===== config.mk =====
export PLATFORM = sky130hd
export DESIGN_NAME = tcc_channels
export DESIGN_NICKNAME = d
export VERILOG_FILES = /design/src/common/tcc_pkg.sv /design/src/tcc_channels.sv
export SDC_FILE = /design/constraint.sdc
export NUM_CORES = 1
export LEC_CHECK = 0
export BUFFER_PORTS_ARGS = -buffer_cell sky130_fd_sc_hd__buf_2
export CAP_MARGIN = 30
export CORE_MARGIN = 8
export CORE_UTILIZATION = 30
export DETAILED_ROUTE_END_ITERATION = 16
export PLACE_DENSITY = 0.48
export SLEW_MARGIN = 10
export SYNTH_ARGS = -nofsm -noshare
export SYNTH_HDL_FRONTEND = slang
export SYNTH_SLANG_ARGS = --single-unit
export TNS_END_PERCENT = 30

===== constraint.sdc =====
create_clock -name SYS_CLK -period 4 [get_ports SYS_CLK]
set_clock_uncertainty 0.2 [all_clocks]
set_input_delay 0.2 -clock SYS_CLK [delete_from_list [all_inputs] [get_ports SYS_CLK]]
set_output_delay 0.2 -clock SYS_CLK [all_outputs]
set_load 0.01 [all_outputs]

===== src/common/tcc_pkg.sv =====
package tcc_pkg;

  // widths
  localparam int CNT_W = 16;
  localparam int BYTE_W = 8;
  localparam int NCH = 2;
  localparam int ADDR_W = 8;
  localparam int IDX_W = 6;
  localparam int IDX_LSB = 2;

  // register indices, byte address is four times the index
  localparam logic [IDX_W-1:0] IDX_CH0_CTRL = 6'h16;
  localparam logic [IDX_W-1:0] IDX_CH0_HI = 6'h17;
  localparam logic [IDX_W-1:0] IDX_CH0_LO = 6'h18;
  localparam logic [IDX_W-1:0] IDX_CH1_CTRL = 6'h19;
  localparam logic [IDX_W-1:0] IDX_CH1_HI = 6'h1a;
  localparam logic [IDX_W-1:0] IDX_CH1_LO = 6'h1b;

  // control register bit positions
  localparam int BIT_FLAG = 7;
  localparam int BIT_IE = 6;
  localparam int BIT_MSB = 5;
  localparam int BIT_MSA = 4;
  localparam int BIT_ELS_HI = 3;
  localparam int BIT_ELS_LO = 2;
  localparam int BIT_TOV = 1;
  localparam int BIT_MAX = 0;

  // edge/level codes
  localparam logic [1:0] ELS_OFF = 2'h0;
  localparam logic [1:0] ELS_RISE_TOGGLE = 2'h1;
  localparam logic [1:0] ELS_FALL_CLEAR = 2'h2;
  localparam logic [1:0] ELS_BOTH_SET = 2'h3;

  localparam logic [CNT_W-1:0] CNT_ZERO = 16'h0000;
  localparam logic [CNT_W-1:0] CNT_ONE = 16'h0001;
  localparam logic [BYTE_W-1:0] BYTE_ZERO = 8'h00;
  localparam logic [1:0] ADDR_ALIGN = 2'h0;

  typedef enum logic [3:0] {
    TCC_MD_OFF = 4'b0001,
    TCC_MD_CAP = 4'b0010,
    TCC_MD_OC = 4'b0100,
    TCC_MD_BUF = 4'b1000
  } tcc_mode_t;

  // control state, cleared by reset
  typedef struct packed {
    logic [NCH-1:0] flag;
    logic [NCH-1:0] ie;
    logic msb;
    logic [NCH-1:0] msa;
    logic [NCH-1:0][1:0] els;
    logic [NCH-1:0] tov;
    logic [NCH-1:0] maxf;
    logic [NCH-1:0] max_eff;
    logic [NCH-1:0] arm;
    logic [NCH-1:0] cap_inh;
    logic [NCH-1:0] cmp_inh;
    logic [NCH-1:0] pin_prev;
    logic [NCH-1:0] out;
    logic [CNT_W-1:0] count;
    logic cnt_upd;
    logic ovf;
    logic buf_sel;
    logic buf_pend;
    logic [BYTE_W-1:0] prdata;
  } tcc_ctl_t;

  // channel value registers, left alone by reset
  typedef struct packed {
    logic [NCH-1:0][BYTE_W-1:0] hi;
    logic [NCH-1:0][BYTE_W-1:0] lo;
  } tcc_dat_t;

  typedef struct packed {
    tcc_ctl_t c;
    tcc_dat_t d;
  } tcc_st_t;

  localparam tcc_ctl_t TCC_CTL_RESET = '0;

endpackage


===== src/tcc_channels.sv =====
// The APB register port was left to the implementer.
`timescale 1ns/1ps
// What this block does
// - capture mode: selected active pin edge sets the channel event flag
// - compare mode: counter equal to channel registers sets the event flag
// - flag clears on read-with-flag-set then write zero; new event cancels
// - writing one to the flag does nothing; reset clears the flag
// - interrupt request while enable and flag both set; reset clears enable
// - buffered select only in channel 0; it disables channel 1 and frees pin
// - nonzero edge/level, unbuffered: mode bit picks compare/PWM or capture
// - edge/level 00: mode bit presets output, one low, zero high
// - edge/level 00 disconnects the channel from its pin
// - capture edge: 01 rising, 10 falling, 11 either
// - compare action: 01 toggle, 10 drive low, 11 drive high
// - compare mode with toggle-on-overflow toggles pin each overflow
// - toggle-on-overflow: overflow action beats a same-cycle compare
// - full duty bit forces 100% PWM only while toggle-on-overflow is clear, applied from next period
// - channel registers take counter on capture, hold compare value
// - capture mode: high byte read blocks captures until low byte read
// - compare modes: high byte write blocks matches until low byte write
// - channel registers are not initialised by reset
// - reset clears mode select and edge/level bits, pins to port control
// - halt stops counter, clear zeroes it, both hold it at zero
// - overflow when counter at modulo restarts from zero next tick
module tcc_channels
  import tcc_pkg::*;
(
  // clock and reset
  input wire logic SYS_CLK,
  input wire logic RST,
  input wire logic CE,
  // apb slave
  input wire logic PSEL,
  input wire logic PENABLE,
  input wire logic PWRITE,
  input wire logic [tcc_pkg::ADDR_W-1:0] PADDR,
  input wire logic [31:0] PWDATA,
  output logic [31:0] PRDATA,
  output logic PREADY,
  output logic PSLVERR,
  // shared counter
  input wire logic COUNT_TICK,
  input wire logic COUNTER_HALT,
  input wire logic COUNTER_CLEAR,
  input wire logic [tcc_pkg::CNT_W-1:0] MODULO_VALUE,
  output logic [tcc_pkg::CNT_W-1:0] COUNT_VALUE,
  output logic OVERFLOW,
  // channel pins
  input wire logic [tcc_pkg::NCH-1:0] CHAN_PIN_IN,
  output logic [tcc_pkg::NCH-1:0] CHAN_PIN_OUT,
  output logic [tcc_pkg::NCH-1:0] CHAN_PIN_OE,
  // interrupt requests
  output logic [tcc_pkg::NCH-1:0] CHAN_IRQ
);
  import tcc_pkg::*;

  tcc_st_t st_reg;
  tcc_st_t st_next;

  logic [IDX_W-1:0] idx;
  logic access;
  logic wr;
  logic rd;

  function automatic tcc_mode_t chan_mode(input logic msb, input logic msa,
                                          input logic [1:0] els);
    if (els == ELS_OFF)
    begin
      return TCC_MD_OFF;
    end
    else if (msb)
    begin
      return TCC_MD_BUF;
    end
    else if (msa)
    begin
      return TCC_MD_OC;
    end
    else
    begin
      return TCC_MD_CAP;
    end
  endfunction

  function automatic logic is_mapped(input logic [ADDR_W-1:0] addr);
    logic [IDX_W-1:0] ix;
    ix = addr[ADDR_W-1:IDX_LSB];
    return (addr[IDX_LSB-1:0] == ADDR_ALIGN) &&
           (ix == IDX_CH0_CTRL || ix == IDX_CH0_HI || ix == IDX_CH0_LO ||
            ix == IDX_CH1_CTRL || ix == IDX_CH1_HI || ix == IDX_CH1_LO);
  endfunction

  function automatic logic [BYTE_W-1:0] ctrl_byte(input tcc_ctl_t c, input int ch);
    logic [BYTE_W-1:0] b;
    b = BYTE_ZERO;
    b[BIT_FLAG] = c.flag[ch];
    b[BIT_IE] = c.ie[ch];
    b[BIT_MSB] = (ch == 0) ? c.msb : 1'b0;
    b[BIT_MSA] = c.msa[ch];
    b[BIT_ELS_HI] = c.els[ch][1];
    b[BIT_ELS_LO] = c.els[ch][0];
    b[BIT_TOV] = c.tov[ch];
    b[BIT_MAX] = c.maxf[ch];
    return b;
  endfunction

  function automatic logic [IDX_W-1:0] ctrl_idx(input int ch);
    return (ch == 0) ? IDX_CH0_CTRL : IDX_CH1_CTRL;
  endfunction

  function automatic logic [IDX_W-1:0] hi_idx(input int ch);
    return (ch == 0) ? IDX_CH0_HI : IDX_CH1_HI;
  endfunction

  function automatic logic [IDX_W-1:0] lo_idx(input int ch);
    return (ch == 0) ? IDX_CH0_LO : IDX_CH1_LO;
  endfunction

  assign idx = PADDR[ADDR_W-1:IDX_LSB];
  assign access = PSEL & PENABLE;
  assign wr = access & PWRITE & is_mapped(PADDR);
  assign rd = access & ~PWRITE & is_mapped(PADDR);

  always_comb
  begin
    tcc_mode_t mode;
    logic [CNT_W-1:0] cmpv;
    logic rise;
    logic fall;
    logic edge_hit;
    logic cap_ev;
    logic match;
    logic inh;
    logic ev;
    logic [BYTE_W-1:0] wb;
    mode = TCC_MD_OFF;
    cmpv = CNT_ZERO;
    rise = 1'b0;
    fall = 1'b0;
    edge_hit = 1'b0;
    cap_ev = 1'b0;
    match = 1'b0;
    inh = 1'b0;
    ev = 1'b0;
    wb = PWDATA[BYTE_W-1:0];
    st_next = st_reg;

    // shared counter
    st_next.c.cnt_upd = 1'b0;
    st_next.c.ovf = 1'b0;
    if (COUNTER_CLEAR)
    begin
      st_next.c.count = CNT_ZERO;
    end
    else if (!COUNTER_HALT && COUNT_TICK)
    begin
      st_next.c.cnt_upd = 1'b1;
      if (st_reg.c.count == MODULO_VALUE)
      begin
        st_next.c.count = CNT_ZERO;
        st_next.c.ovf = 1'b1;
      end
      else
      begin
        st_next.c.count = st_reg.c.count + CNT_ONE;
      end
    end

    // read data captured in the setup phase
    if (PSEL && !PENABLE && !PWRITE)
    begin
      case (idx)
        IDX_CH0_CTRL: st_next.c.prdata = ctrl_byte(st_reg.c, 0);
        IDX_CH1_CTRL: st_next.c.prdata = ctrl_byte(st_reg.c, 1);
        IDX_CH0_HI: st_next.c.prdata = st_reg.d.hi[0];
        IDX_CH0_LO: st_next.c.prdata = st_reg.d.lo[0];
        IDX_CH1_HI: st_next.c.prdata = st_reg.d.hi[1];
        IDX_CH1_LO: st_next.c.prdata = st_reg.d.lo[1];
        default: st_next.c.prdata = BYTE_ZERO;
      endcase
      if (!is_mapped(PADDR))
      begin
        st_next.c.prdata = BYTE_ZERO;
      end
    end

    // buffered register alternation
    if (chan_mode(st_reg.c.msb, st_reg.c.msa[0], st_reg.c.els[0]) != TCC_MD_BUF)
    begin
      st_next.c.buf_sel = 1'b0;
      st_next.c.buf_pend = 1'b0;
    end
    else
    begin
      if (st_reg.c.ovf && st_reg.c.buf_pend)
      begin
        st_next.c.buf_sel = ~st_reg.c.buf_sel;
        st_next.c.buf_pend = 1'b0;
      end
      if (wr && idx == lo_idx(st_reg.c.buf_sel ? 0 : 1))
      begin
        st_next.c.buf_pend = 1'b1;
      end
    end

    for (int i = 0; i < NCH; i++)
    begin
      if (i == 1 && st_reg.c.msb)
      begin
        mode = TCC_MD_OFF;
      end
      else
      begin
        mode = chan_mode((i == 0) ? st_reg.c.msb : 1'b0, st_reg.c.msa[i],
                         st_reg.c.els[i]);
      end

      // compare source and its inhibit
      if (mode == TCC_MD_BUF && st_reg.c.buf_sel)
      begin
        cmpv = {st_reg.d.hi[1], st_reg.d.lo[1]};
        inh = st_reg.c.cmp_inh[1];
      end
      else
      begin
        cmpv = {st_reg.d.hi[i], st_reg.d.lo[i]};
        inh = st_reg.c.cmp_inh[i];
      end

      // edge detection
      rise = CHAN_PIN_IN[i] & ~st_reg.c.pin_prev[i];
      fall = ~CHAN_PIN_IN[i] & st_reg.c.pin_prev[i];
      case (st_reg.c.els[i])
        ELS_RISE_TOGGLE: edge_hit = rise;
        ELS_FALL_CLEAR: edge_hit = fall;
        ELS_BOTH_SET: edge_hit = rise | fall;
        default: edge_hit = 1'b0;
      endcase
      st_next.c.pin_prev[i] = CHAN_PIN_IN[i];

      cap_ev = (mode == TCC_MD_CAP) && edge_hit && !st_reg.c.cap_inh[i];
      match = (mode == TCC_MD_OC || mode == TCC_MD_BUF) && st_reg.c.cnt_upd &&
              (st_reg.c.count == cmpv) && !inh;
      ev = cap_ev | match;

      // pin level
      if (mode == TCC_MD_OFF)
      begin
        st_next.c.out[i] = ~st_reg.c.msa[i];
      end
      else if (mode == TCC_MD_OC || mode == TCC_MD_BUF)
      begin
        if (st_reg.c.ovf)
        begin
          st_next.c.max_eff[i] = st_reg.c.maxf[i];
        end
        if (st_reg.c.ovf && st_reg.c.tov[i])
        begin
          st_next.c.out[i] = ~st_reg.c.out[i];
        end
        else if (st_reg.c.max_eff[i] && !st_reg.c.tov[i])
        begin
          case (st_reg.c.els[i])
            ELS_FALL_CLEAR: st_next.c.out[i] = 1'b1;
            ELS_BOTH_SET: st_next.c.out[i] = 1'b0;
            default: st_next.c.out[i] = st_reg.c.out[i];
          endcase
        end
        else if (match)
        begin
          case (st_reg.c.els[i])
            ELS_RISE_TOGGLE: st_next.c.out[i] = ~st_reg.c.out[i];
            ELS_FALL_CLEAR: st_next.c.out[i] = 1'b0;
            ELS_BOTH_SET: st_next.c.out[i] = 1'b1;
            default: st_next.c.out[i] = st_reg.c.out[i];
          endcase
        end
      end

      // control register write
      if (wr && idx == ctrl_idx(i) && !(i == 1 && st_reg.c.msb))
      begin
        st_next.c.ie[i] = wb[BIT_IE];
        st_next.c.msa[i] = wb[BIT_MSA];
        st_next.c.els[i] = {wb[BIT_ELS_HI], wb[BIT_ELS_LO]};
        st_next.c.tov[i] = wb[BIT_TOV];
        st_next.c.maxf[i] = wb[BIT_MAX];
        if (i == 0)
        begin
          st_next.c.msb = wb[BIT_MSB];
        end
        if (!wb[BIT_FLAG] && st_reg.c.arm[i])
        begin
          st_next.c.flag[i] = 1'b0;
        end
      end

      // two-step clear arming
      if (ev)
      begin
        st_next.c.arm[i] = 1'b0;
        st_next.c.flag[i] = 1'b1;
      end
      else if (rd && idx == ctrl_idx(i) && st_reg.c.flag[i])
      begin
        st_next.c.arm[i] = 1'b1;
      end
      else if (wr && idx == ctrl_idx(i))
      begin
        st_next.c.arm[i] = 1'b0;
      end

      // channel value registers
      if (wr && idx == hi_idx(i))
      begin
        st_next.d.hi[i] = wb;
        st_next.c.cmp_inh[i] = (mode != TCC_MD_CAP);
      end
      if (wr && idx == lo_idx(i))
      begin
        st_next.d.lo[i] = wb;
        st_next.c.cmp_inh[i] = 1'b0;
      end
      if (rd && idx == hi_idx(i) && mode == TCC_MD_CAP)
      begin
        st_next.c.cap_inh[i] = 1'b1;
      end
      if (rd && idx == lo_idx(i))
      begin
        st_next.c.cap_inh[i] = 1'b0;
      end
      if (cap_ev)
      begin
        {st_next.d.hi[i], st_next.d.lo[i]} = st_reg.c.count;
      end
    end
  end

  always_ff @(posedge SYS_CLK or posedge RST)
  begin
    if (RST)
    begin
      st_reg.c <= TCC_CTL_RESET;
    end
    else if (CE)
    begin
      st_reg <= st_next;
    end
  end

  // outputs
  assign PRDATA = {24'h000000, st_reg.c.prdata};
  assign PREADY = CE;
  assign PSLVERR = access & CE & ~is_mapped(PADDR);
  assign COUNT_VALUE = st_reg.c.count;
  assign OVERFLOW = st_reg.c.ovf;
  assign CHAN_PIN_OUT = st_reg.c.out;
  assign CHAN_IRQ = st_reg.c.flag & st_reg.c.ie;

  always_comb
  begin
    for (int i = 0; i < NCH; i++)
    begin
      CHAN_PIN_OE[i] = (st_reg.c.els[i] != ELS_OFF) && !(i == 1 && st_reg.c.msb) &&
                       (st_reg.c.msa[i] || (i == 0 && st_reg.c.msb));
    end
  end

endmodule


==> flow_summary.yaml, run 1 <==
power_and_ir_drop:
  power_uw: 2080
  power.leakage_uw: 0.00287
  ir_worst_vdd_v: 0.000170
  powerDensity_mw_per_mm2: 322
cts:
  cts_root_buffer: "clkbuf_16"
  clkTransAtPathRegs_ns: 0.07
  clkSinkCount: 87
  cts_buffers: 9
  cts_tree: "yes"
  htreeDepth: 3
  postCtsSetupRepairBufs: 0
  clk_latency_ns: 0.35
  ctsLongestPathBuffers: 2
  postCtsResizedCells: 0
sta:
  fin_tns_setup_ns: 0
  max_slew_margin_pct: 45.1
  timing.fmax_mhz: 318
  tightestPinTransition_ns: 0.820
  setup_violations: 0
  rsz0062_at_grt: "false"
  slew_violations: 0
  hold_viol: 0
  fin_crit_ns: 3.15
  worst_slack_ns: 0.853
  period_share_pct: 78.7
synthesis:
  yosys_warnings: 0
  syn_avg_cell_area_um2: 9.49
  synth.distinct_cells: 55
  async_reset_ff_share_pct: 63.2
  yosysSeqAreaShare_pct: 40.7
  synth_seq_cells: 87
  synth_ff_type: "dfrtp_1"
  synth_edf_count: 32
  syn-cell-area_mm2: 0.00574
  syn_inst: 605
critical_path:
  critPathKind: "reg2reg"
  critPathRequiredTime_ns: 4.02
  cp-start-kind: "flop"
  crit_fanout: 14
  cp.arrival_ns: 3.16
  end_kind: "flop"
die:
  die_h_um: 154
  die-area_mm2: 0.0238
  ios: 124
  die_x_um: 154
  coreArea_mm2: 0.0188
  core.rowCount: 50
  initial_core_util_pct: 30.6
routing:
  viasPerCell: 5.18
  drc: 0
  num_vias: 4593
  dr.pass1.iters: 6
  wl_um: 18000
  wl_per_cell_um: 20.4
  drt_iter0_drc: 392
  ant_nets: 0
outcome:
  status: "finished clean"
global_route:
  grt_max_degree: 56
  antenna_found_initial: 0
  grt_pass1_vias: 4684
  track_usage_pct: 15.1
  grt_first_pass_wirelength_um: 27800
  grt_overflow_total: 0
placement:
  placed_cell_area_mm2: 0.00606
  gp_congestion: 0.879
  portBuffers: 75
  pre_cts_ws_ns: 0.940
  place_hpwl_um: 13700
cells_and_area:
  synthToLayoutAreaGrowth_pct: 12.6
  largest_register_ffs: 60
  drive_gt1_share_pct: 23.6
  mostFrequentLayoutCells: "buf_2, dfrtp_1, nand2_1"
  post-route-util_pct: 34.4
  nets: 724
  layout_commonest_cell: "buf_2"
  diodes: 0
  final_area_mm2: 0.00646
worst_hold_path:
  min_path_type: "in2reg"
flow_run:
  cap_violations: 0
## metal layers
| metal | global-route usage (%) | share of wire [%] | up-vias |
|---|---|---|---|
| met5 | 0 | 0 | - |
| met4 | 6.16 | 2.7 | 0 |
| met3 | 2.76 | 5.7 | 29 |
| met2 | 25.1 | 49 | 152 |
| met1 | 18.9 | 43 | 2267 |
| li1 | - | - | 2145 |
## logic make-up after synthesis
kind of cell	count (synthesis)	synth area share [%]
adder cells (fa/ha/maj)	10	2.18
AND/OR/NAND/NOR	183	16.2
XOR/XNOR	50	7.63
multiplexers	53	10.2
buffers and inverters	107	10.3
AO/OA/AOI/OAI	114	12.7
other	1	0.0653
flip-flops	87	40.7
## per-stage QoR
stage                     instances  hold slack (ns)
after floorplan                 628           0.0901
after global placement          862            0.245
after detailed placement        863            0.251
after CTS                       886          0.00464
after global routing            886           0.0165
final                           886           0.0203
## synth_stat cells, types with 13 or more instances
| cell type | instances | share of area, % |
|---|---|---|
| a21oi_1 | 33 | 2.9 |
| buf_4 | 51 | 6.7 |
| clkbuf_1 | 30 | 2.0 |
| dfrtp_1 | 55 | 24 |
| edfxtp_1 | 32 | 17 |
| inv_1 | 23 | 1.5 |
| mux2_2 | 44 | 8.6 |
| nand2_1 | 55 | 3.6 |
| nand3_1 | 13 | 1.1 |
| nor2_1 | 41 | 2.7 |
| o21ai_0 | 35 | 3.1 |
| xnor2_1 | 16 | 2.4 |
| xor2_1 | 34 | 5.2 |
## critical path, cell delays in order, from the launching register on
cell	delay, ns
dfrtp_1	0.47
inv_1	0.14
ha_1	0.32
and3b_1	0.60
mux2i_1	0.29
nor2_1	0.07
nor4_1	0.24
nand4_1	0.26
a21oi_1	0.33
nor3_1	0.10
## power breakdown
group	switching, µW	internal (µW)	total, µW	leakage [µW]
logic	116	80.0	196	0.00168
clock network	356	573	929	0.000164
registers	16.7	943	959	0.00103
## worst paths after layout
| check | from | to | slack [ns] | depth (start not counted) |
|---|---|---|---|---|
| min in group asynchronous | RST | st_reg[79]$_DFFE_PP0P_ | 0.45 | 4 |
| worst min-delay path | PWDATA[1] | st_reg[75]$_DFFE_PP0P_ | 0.02 | 2 |
| worst min register to register | PRDATA[5]$_DFFE_PP0P_ | PRDATA[5]$_DFFE_PP0P_ | 0.28 | 1 |
| max in group asynchronous | RST | COUNT_VALUE[13]$_DFFE_PP0P_ | 2.67 | 4 |
| worst max register to register | st_reg[76]$_DFFE_PP0P_ | st_reg[68]$_DFFE_PP0P_ | 0.85 | 9 |
| worst max-delay path | st_reg[76]$_DFFE_PP0P_ | st_reg[68]$_DFFE_PP0P_ | 0.85 | 9 |
## area by class of cell
cell class / count / area, µm²
Sequential cell: 87 / 2340
Inverter: 23 / 86.3
Timing Repair Buffer: 92 / 520
Fill cell: 1961 / 12300
Multi-Input combinational cell: 434 / 2900
Tap cell: 234 / 293
Clock buffer: 14 / 295
Clock inverter: 2 / 35.0
## repair_timing
item,CTS,global route
setup endpoints to repair,0,0
endpoints found under the hold margin,61,0
hold buffers,7,0
Note: power is estimated with default switching activity, not from simulation.
==> inputs of run 2 (changes only) <==
Settings changed: PLACE_DENSITY 0.48 to 0.5.
Clock period 4 ns to 2.55 ns, I/O delays scaled along.
==> run 2 against run 1 <==
  * Global-route usage rose by 0.75 points
  * Largest cell class unchanged
  * Die area unchanged
  * Sequential power increased by 56%
==> flow_summary.yaml, run 2 (synthesis results as in run 1) <==
placement:
  gp_congestion: 0.890
  place_hpwl_um: 14900
  portBuffers: 75
  placed_cell_area_mm2: 0.00647
  placed_cells: 911
cells_and_area:
  instances_no_fill: 940
  largest_register_ffs: 60
  diodes: 0
  synthToLayoutAreaGrowth_pct: 20.8
  mostFrequentLayoutCells: "buf_2, dfrtp_1, nand2_1"
  drive_gt1_share_pct: 29.7
  layout_commonest_cell: "buf_2"
  nets: 778
  final_area_mm2: 0.00694
critical_path:
  r2r_cells: 9
  critPathRequiredTime_ns: 2.41
  cp-start-kind: "flop"
  reg2reg_slack_ns: 0.11
  r2r_start: "st_reg[77]$_DFFE_PP0P_"
  end_kind: "flop"
  critPathKind: "reg2reg"
  cp.arrival_ns: 2.31
  r2r_end: "st_reg[2]$_DFFE_PP_"
  crit_fanout: 19
cts:
  htreeDepth: 3
  clk_latency_ns: 0.35
  clkSinkCount: 87
  cts_root_buffer: "clkbuf_16"
  clkTransAtPathRegs_ns: 0.07
  cts_tree: "yes"
  cts_buffers: 9
  ctsLongestPathBuffers: 2
power_and_ir_drop:
  power_uw: 3180
  seqPwrFrac_pct: 47.3
  power_frac_comb_pct: 10.9
  ir_worst_vdd_v: 0.000317
  p_clk_share_pct: 41.9
  power.leakage_uw: 0.00313
  swShare_pct: 24.4
  power.switching_uw: 776
  powerDensity_mw_per_mm2: 459
  internal_power_uw: 2410
routing:
  drc: 0
  drt_iter0_drc: 377
  viasPerCell: 5.06
  dr.pass1.iters: 5
  ant_nets: 0
  num_vias: 4759
  wl_um: 19000
  wl_per_cell_um: 20.2
global_route:
  grt_first_pass_wirelength_um: 28800
  grt_overflow_total: 0
  grt_pass1_vias: 4756
  grt_max_degree: 56
  antenna_found_initial: 0
  track_usage_pct: 15.8
sta:
  fin_crit_ns: 2.44
  rsz0062_at_grt: "false"
  timing.fmax_mhz: 409
  period_share_pct: 95.8
  slew_violations: 0
  setup_violations: 0
  max_slew_margin_pct: 48.7
  tightestPinTransition_ns: 0.770
  hold_viol: 0
die:
  ios: 124
  die-area_mm2: 0.0238
  initial_core_util_pct: 30.6
  die_h_um: 154
  coreArea_mm2: 0.0188
  die_x_um: 154
  core.rowCount: 50
worst_hold_path:
  hold_start: "PWDATA[7]"
  min_path_type: "in2reg"
  holdPathStages: 3
  hold_path_end: "st_reg[15]$_DFFE_PP_"
flow_run:
  cap_violations: 0
outcome:
  status: "finished clean"
run 2: layer usage:
layer,GRT usage (%),vias to the layer above,share of wire [%]
li1,-,2257,-
met1,19.2,2310,42
met2,26.9,155,49
met3,2.42,37,5.3
met4,8.07,0,3.7
met5,0,-,0
run 2: critical path, stage by stage (launching register included):
cell and delay, ns:
dfrtp_1 0.34, inv_1 0.06, ha_2 0.21, buf_4 0.15, or3_4 0.35, nor3_4 0.22, buf_12 0.19, a21oi_1 0.07
nor2_2 0.19, buf_6 0.16
run 2: repair_timing:
item	4_1_cts	5_1_grt
gates resized for setup	2	8
hold endpoints to repair	88	0
hold buffers	13	0
setup buffers	0	1
pin swaps	1	7
endpoints found under the setup margin	2	4
run 2: power by group through the flow:
| stage | Sequential [µW] | Clock (µW) | Combinational, µW |
|---|---|---|---|
| finish | 1500 | 1330 | 346 |
| global route | 1510 | 1410 | 379 |
| CTS | 1500 | 1360 | 347 |
| detailed placement | 1530 | 0 | 327 |
| global placement | 1530 | 0 | 322 |
| floorplan | 1520 | 0 | 231 |
run 2: worst max-delay path by stage:
stage	from	endpoint	slack [ns]	depth (start not counted)
floorplan	st_reg[77]$_DFFE_PP0P_	st_reg[0]$_DFFE_PP_	0.01	7
global placement	st_reg[76]$_DFFE_PP0P_	st_reg[68]$_DFFE_PP0P_	-0.02	11
detailed placement	st_reg[76]$_DFFE_PP0P_	st_reg[68]$_DFFE_PP0P_	-0.03	11
CTS	st_reg[76]$_DFFE_PP0P_	st_reg[68]$_DFFE_PP0P_	0.008	12
global route	st_reg[77]$_DFFE_PP0P_	st_reg[3]$_DFFE_PP_	0.01	9
finish	st_reg[77]$_DFFE_PP0P_	st_reg[2]$_DFFE_PP_	0.11	9
run 2: per-stage QoR:
stage	setup slack [ns]	util, %	setup TNS [ns]	hold WS [ns]
after detailed placement	-0.0296	34.5	-0.0296	0.184
after floorplan	0.0146	-	0	0.00588
after CTS	0.00773	36.8	0	0.0177
final	0.108	37.0	0	0.0374
after global routing	0.0110	37.0	0	0.0310
after global placement	-0.0206	34.5	-0.0206	0.172
run 2: area by class of cell:
class / instances / area [µm²]
Sequential cell: 87 / 2340
Multi-Input combinational cell: 434 / 2950
Clock inverter: 5 / 48.8
Clock buffer: 11 / 243
Timing Repair Buffer: 146 / 981
Tap cell: 234 / 293
Fill cell: 1914 / 11800
Inverter: 23 / 90.1
==> inputs of run 3 (changes only) <==
Settings changed: PLACE_DENSITY 0.5 to 0.56.
==> run 3 against run 2 <==
  * Via count is 0.29% lower
  * Sequential share of layout area up 0.27 points
  * Critical path depth grew 1
  * Worst hold slack gained 0.024 ns
  * Sequential power about the same
  * First-iteration DRC count is 0.27% lower
  * Register-to-register slack got worse by 0.03 ns
  * Die area is the same
  * Setup slack worse by 0.028 ns
  * Non-clock buffer count decreased by 1
  * Critical path type unchanged
  * Largest cell class unchanged
  * Highest routed layer unchanged
==> flow_summary.yaml, run 3 (synthesis results as in run 1) <==
die:
  die-area_mm2: 0.0238
  core.rowCount: 50
  die_h_um: 154
  ios: 124
  die_x_um: 154
  coreArea_mm2: 0.0188
  initial_core_util_pct: 30.6
routing:
  drt_iter0_drc: 376
  dr.pass1.iters: 4
  drc: 0
  wl_per_cell_um: 19.6
  num_vias: 4745
  ant_nets: 0
  viasPerCell: 5.05
  wl_um: 18400
placement:
  place_hpwl_um: 14400
  placed_cells: 910
  portBuffers: 75
  placed_cell_area_mm2: 0.00644
  gp_congestion: 0.916
critical_path:
  r2r_start: "st_reg[77]$_DFFE_PP0P_"
  critPathKind: "reg2reg"
  cp.arrival_ns: 2.50
  cp-start-kind: "flop"
  r2r_end: "st_reg[68]$_DFFE_PP0P_"
  reg2reg_slack_ns: 0.08
  r2r_cells: 10
  critPathRequiredTime_ns: 2.57
  end_kind: "flop"
  crit_fanout: 6
global_route:
  grt_overflow_total: 0
  grt_pass1_vias: 4776
  met3_usage_pct: 2.12
  grt_first_pass_wirelength_um: 28400
  grt_max_degree: 56
  busiest_layer: "met2"
  met1_usage_pct: 19.3
  track_usage_pct: 15.5
  grt_use_met2_pct: 25.9
  antenna_found_initial: 0
cts:
  clkTransAtPathRegs_ns: 0.07
  clk_latency_ns: 0.35
  clkSinkCount: 87
  postCtsSetupRepairBufs: 0
  cts_root_buffer: "clkbuf_16"
  cts_buffers: 9
  ctsLongestPathBuffers: 2
  htreeDepth: 3
  cts_tree: "yes"
power_and_ir_drop:
  ir_worst_vdd_v: 0.000251
  powerDensity_mw_per_mm2: 455
  power.leakage_uw: 0.00309
cells_and_area:
  nets: 777
  synthToLayoutAreaGrowth_pct: 19.8
  instances_no_fill: 939
  mostFrequentLayoutCells: "buf_2, buf_4, dfrtp_1, nand2_1, mux2_2"
  largest_register_ffs: 60
  multi_input_area_mm2: 0.00294
  layout_commonest_cell: "buf_2"
  seqCellArea_mm2: 0.00234
  n_fill_cell: 1957
  drive_gt1_share_pct: 29.6
  final_area_mm2: 0.00688
  diodes: 0
sta:
  max_slew_margin_pct: 51.2
  tightestPinTransition_ns: 0.732
  fin_crit_ns: 2.47
  rsz0062_at_grt: "true"
  hold_viol: 0
  period_share_pct: 96.9
  setup_violations: 0
  timing.fmax_mhz: 405
  slew_violations: 0
outcome:
  status: "finished clean"
flow_run:
  cap_violations: 0
worst_hold_path:
  min_path_type: "in2reg"
  hold_start: "COUNTER_HALT"
  hold_path_end: "OVERFLOW$_DFFE_PP0P_"
  holdPathStages: 5
==> run 3: what timing repair did <==
| action | 4_1_cts | 5_1_grt |
|---|---|---|
| setup endpoints to repair | 0 | 3 |
| gates resized for setup | 0 | 8 |
| hold buffers | 13 | 0 |
| hold endpoints to repair | 89 | 0 |
==> run 3: per-layer routing <==
metal / up-vias / part of all wire (%) / wire length (µm)
li1: 2250 / - / -
met1: 2329 / 43 / 7990
met2: 134 / 48 / 8870
met3: 32 / 4.7 / 860
met4: 0 / 3.8 / 703
met5: - / 0 / 0
==> run 3: metrics by stage <==
step / hold WS (ns) / TNS (ns) / utilization (%) / setup WS [ns] / total power, µW
floorplan: 0.00588 / 0 / - / 0.0146 / 1750
global placement: 0.176 / 0 / 34.3 / 0.0537 / 1850
detailed placement: 0.177 / 0 / 34.3 / 0.0511 / 1850
CTS: 0.0472 / 0 / 36.5 / 0.0316 / 3160
global route: 0.0690 / -0.0320 / 36.7 / -0.0172 / 3240
finish: 0.0615 / 0 / 36.7 / 0.0793 / 3130
==> run 3: worst max-delay path by stage <==
stage                                 startpoint  slack, ns                     endpoint
after CTS                 st_reg[76]$_DFFE_PP0P_       0.03       st_reg[68]$_DFFE_PP0P_
after global routing      st_reg[76]$_DFFE_PP0P_      -0.02  CHAN_PIN_OUT[0]$_DFFE_PP0P_
after floorplan           st_reg[77]$_DFFE_PP0P_       0.01          st_reg[0]$_DFFE_PP_
after global placement    st_reg[76]$_DFFE_PP0P_       0.05       st_reg[68]$_DFFE_PP0P_
final                     st_reg[77]$_DFFE_PP0P_       0.08       st_reg[68]$_DFFE_PP0P_
after detailed placement  st_reg[76]$_DFFE_PP0P_       0.05       st_reg[68]$_DFFE_PP0P_
==> run 3: layout make-up <==
class	instances	area share, %
multi-input cells	434	42.7
flip-flops and latches	87	34.0
repair buffers	145	13.6
well taps	234	4.25
clock buffers	11	3.69
inverters	23	1.31
clock inverters	5	0.454
==> run 3: critical path, cell delays in order (launching register included) <==
cell and delay (ns):
dfrtp_1 0.36, inv_2 0.06, ha_4 0.17, nand3b_1 0.20, buf_6 0.17, mux2i_1 0.11
a221oi_1 0.28, and3_1 0.20, nand4_1 0.24, a21oi_2 0.27, nor3_1 0.08
==> run 3: report_power, final <==
part / internal, µW / switching, µW
clock: 715 / 577
sequential: 1480 / 24.6
combinational: 145 / 193
total: 2340 / 795
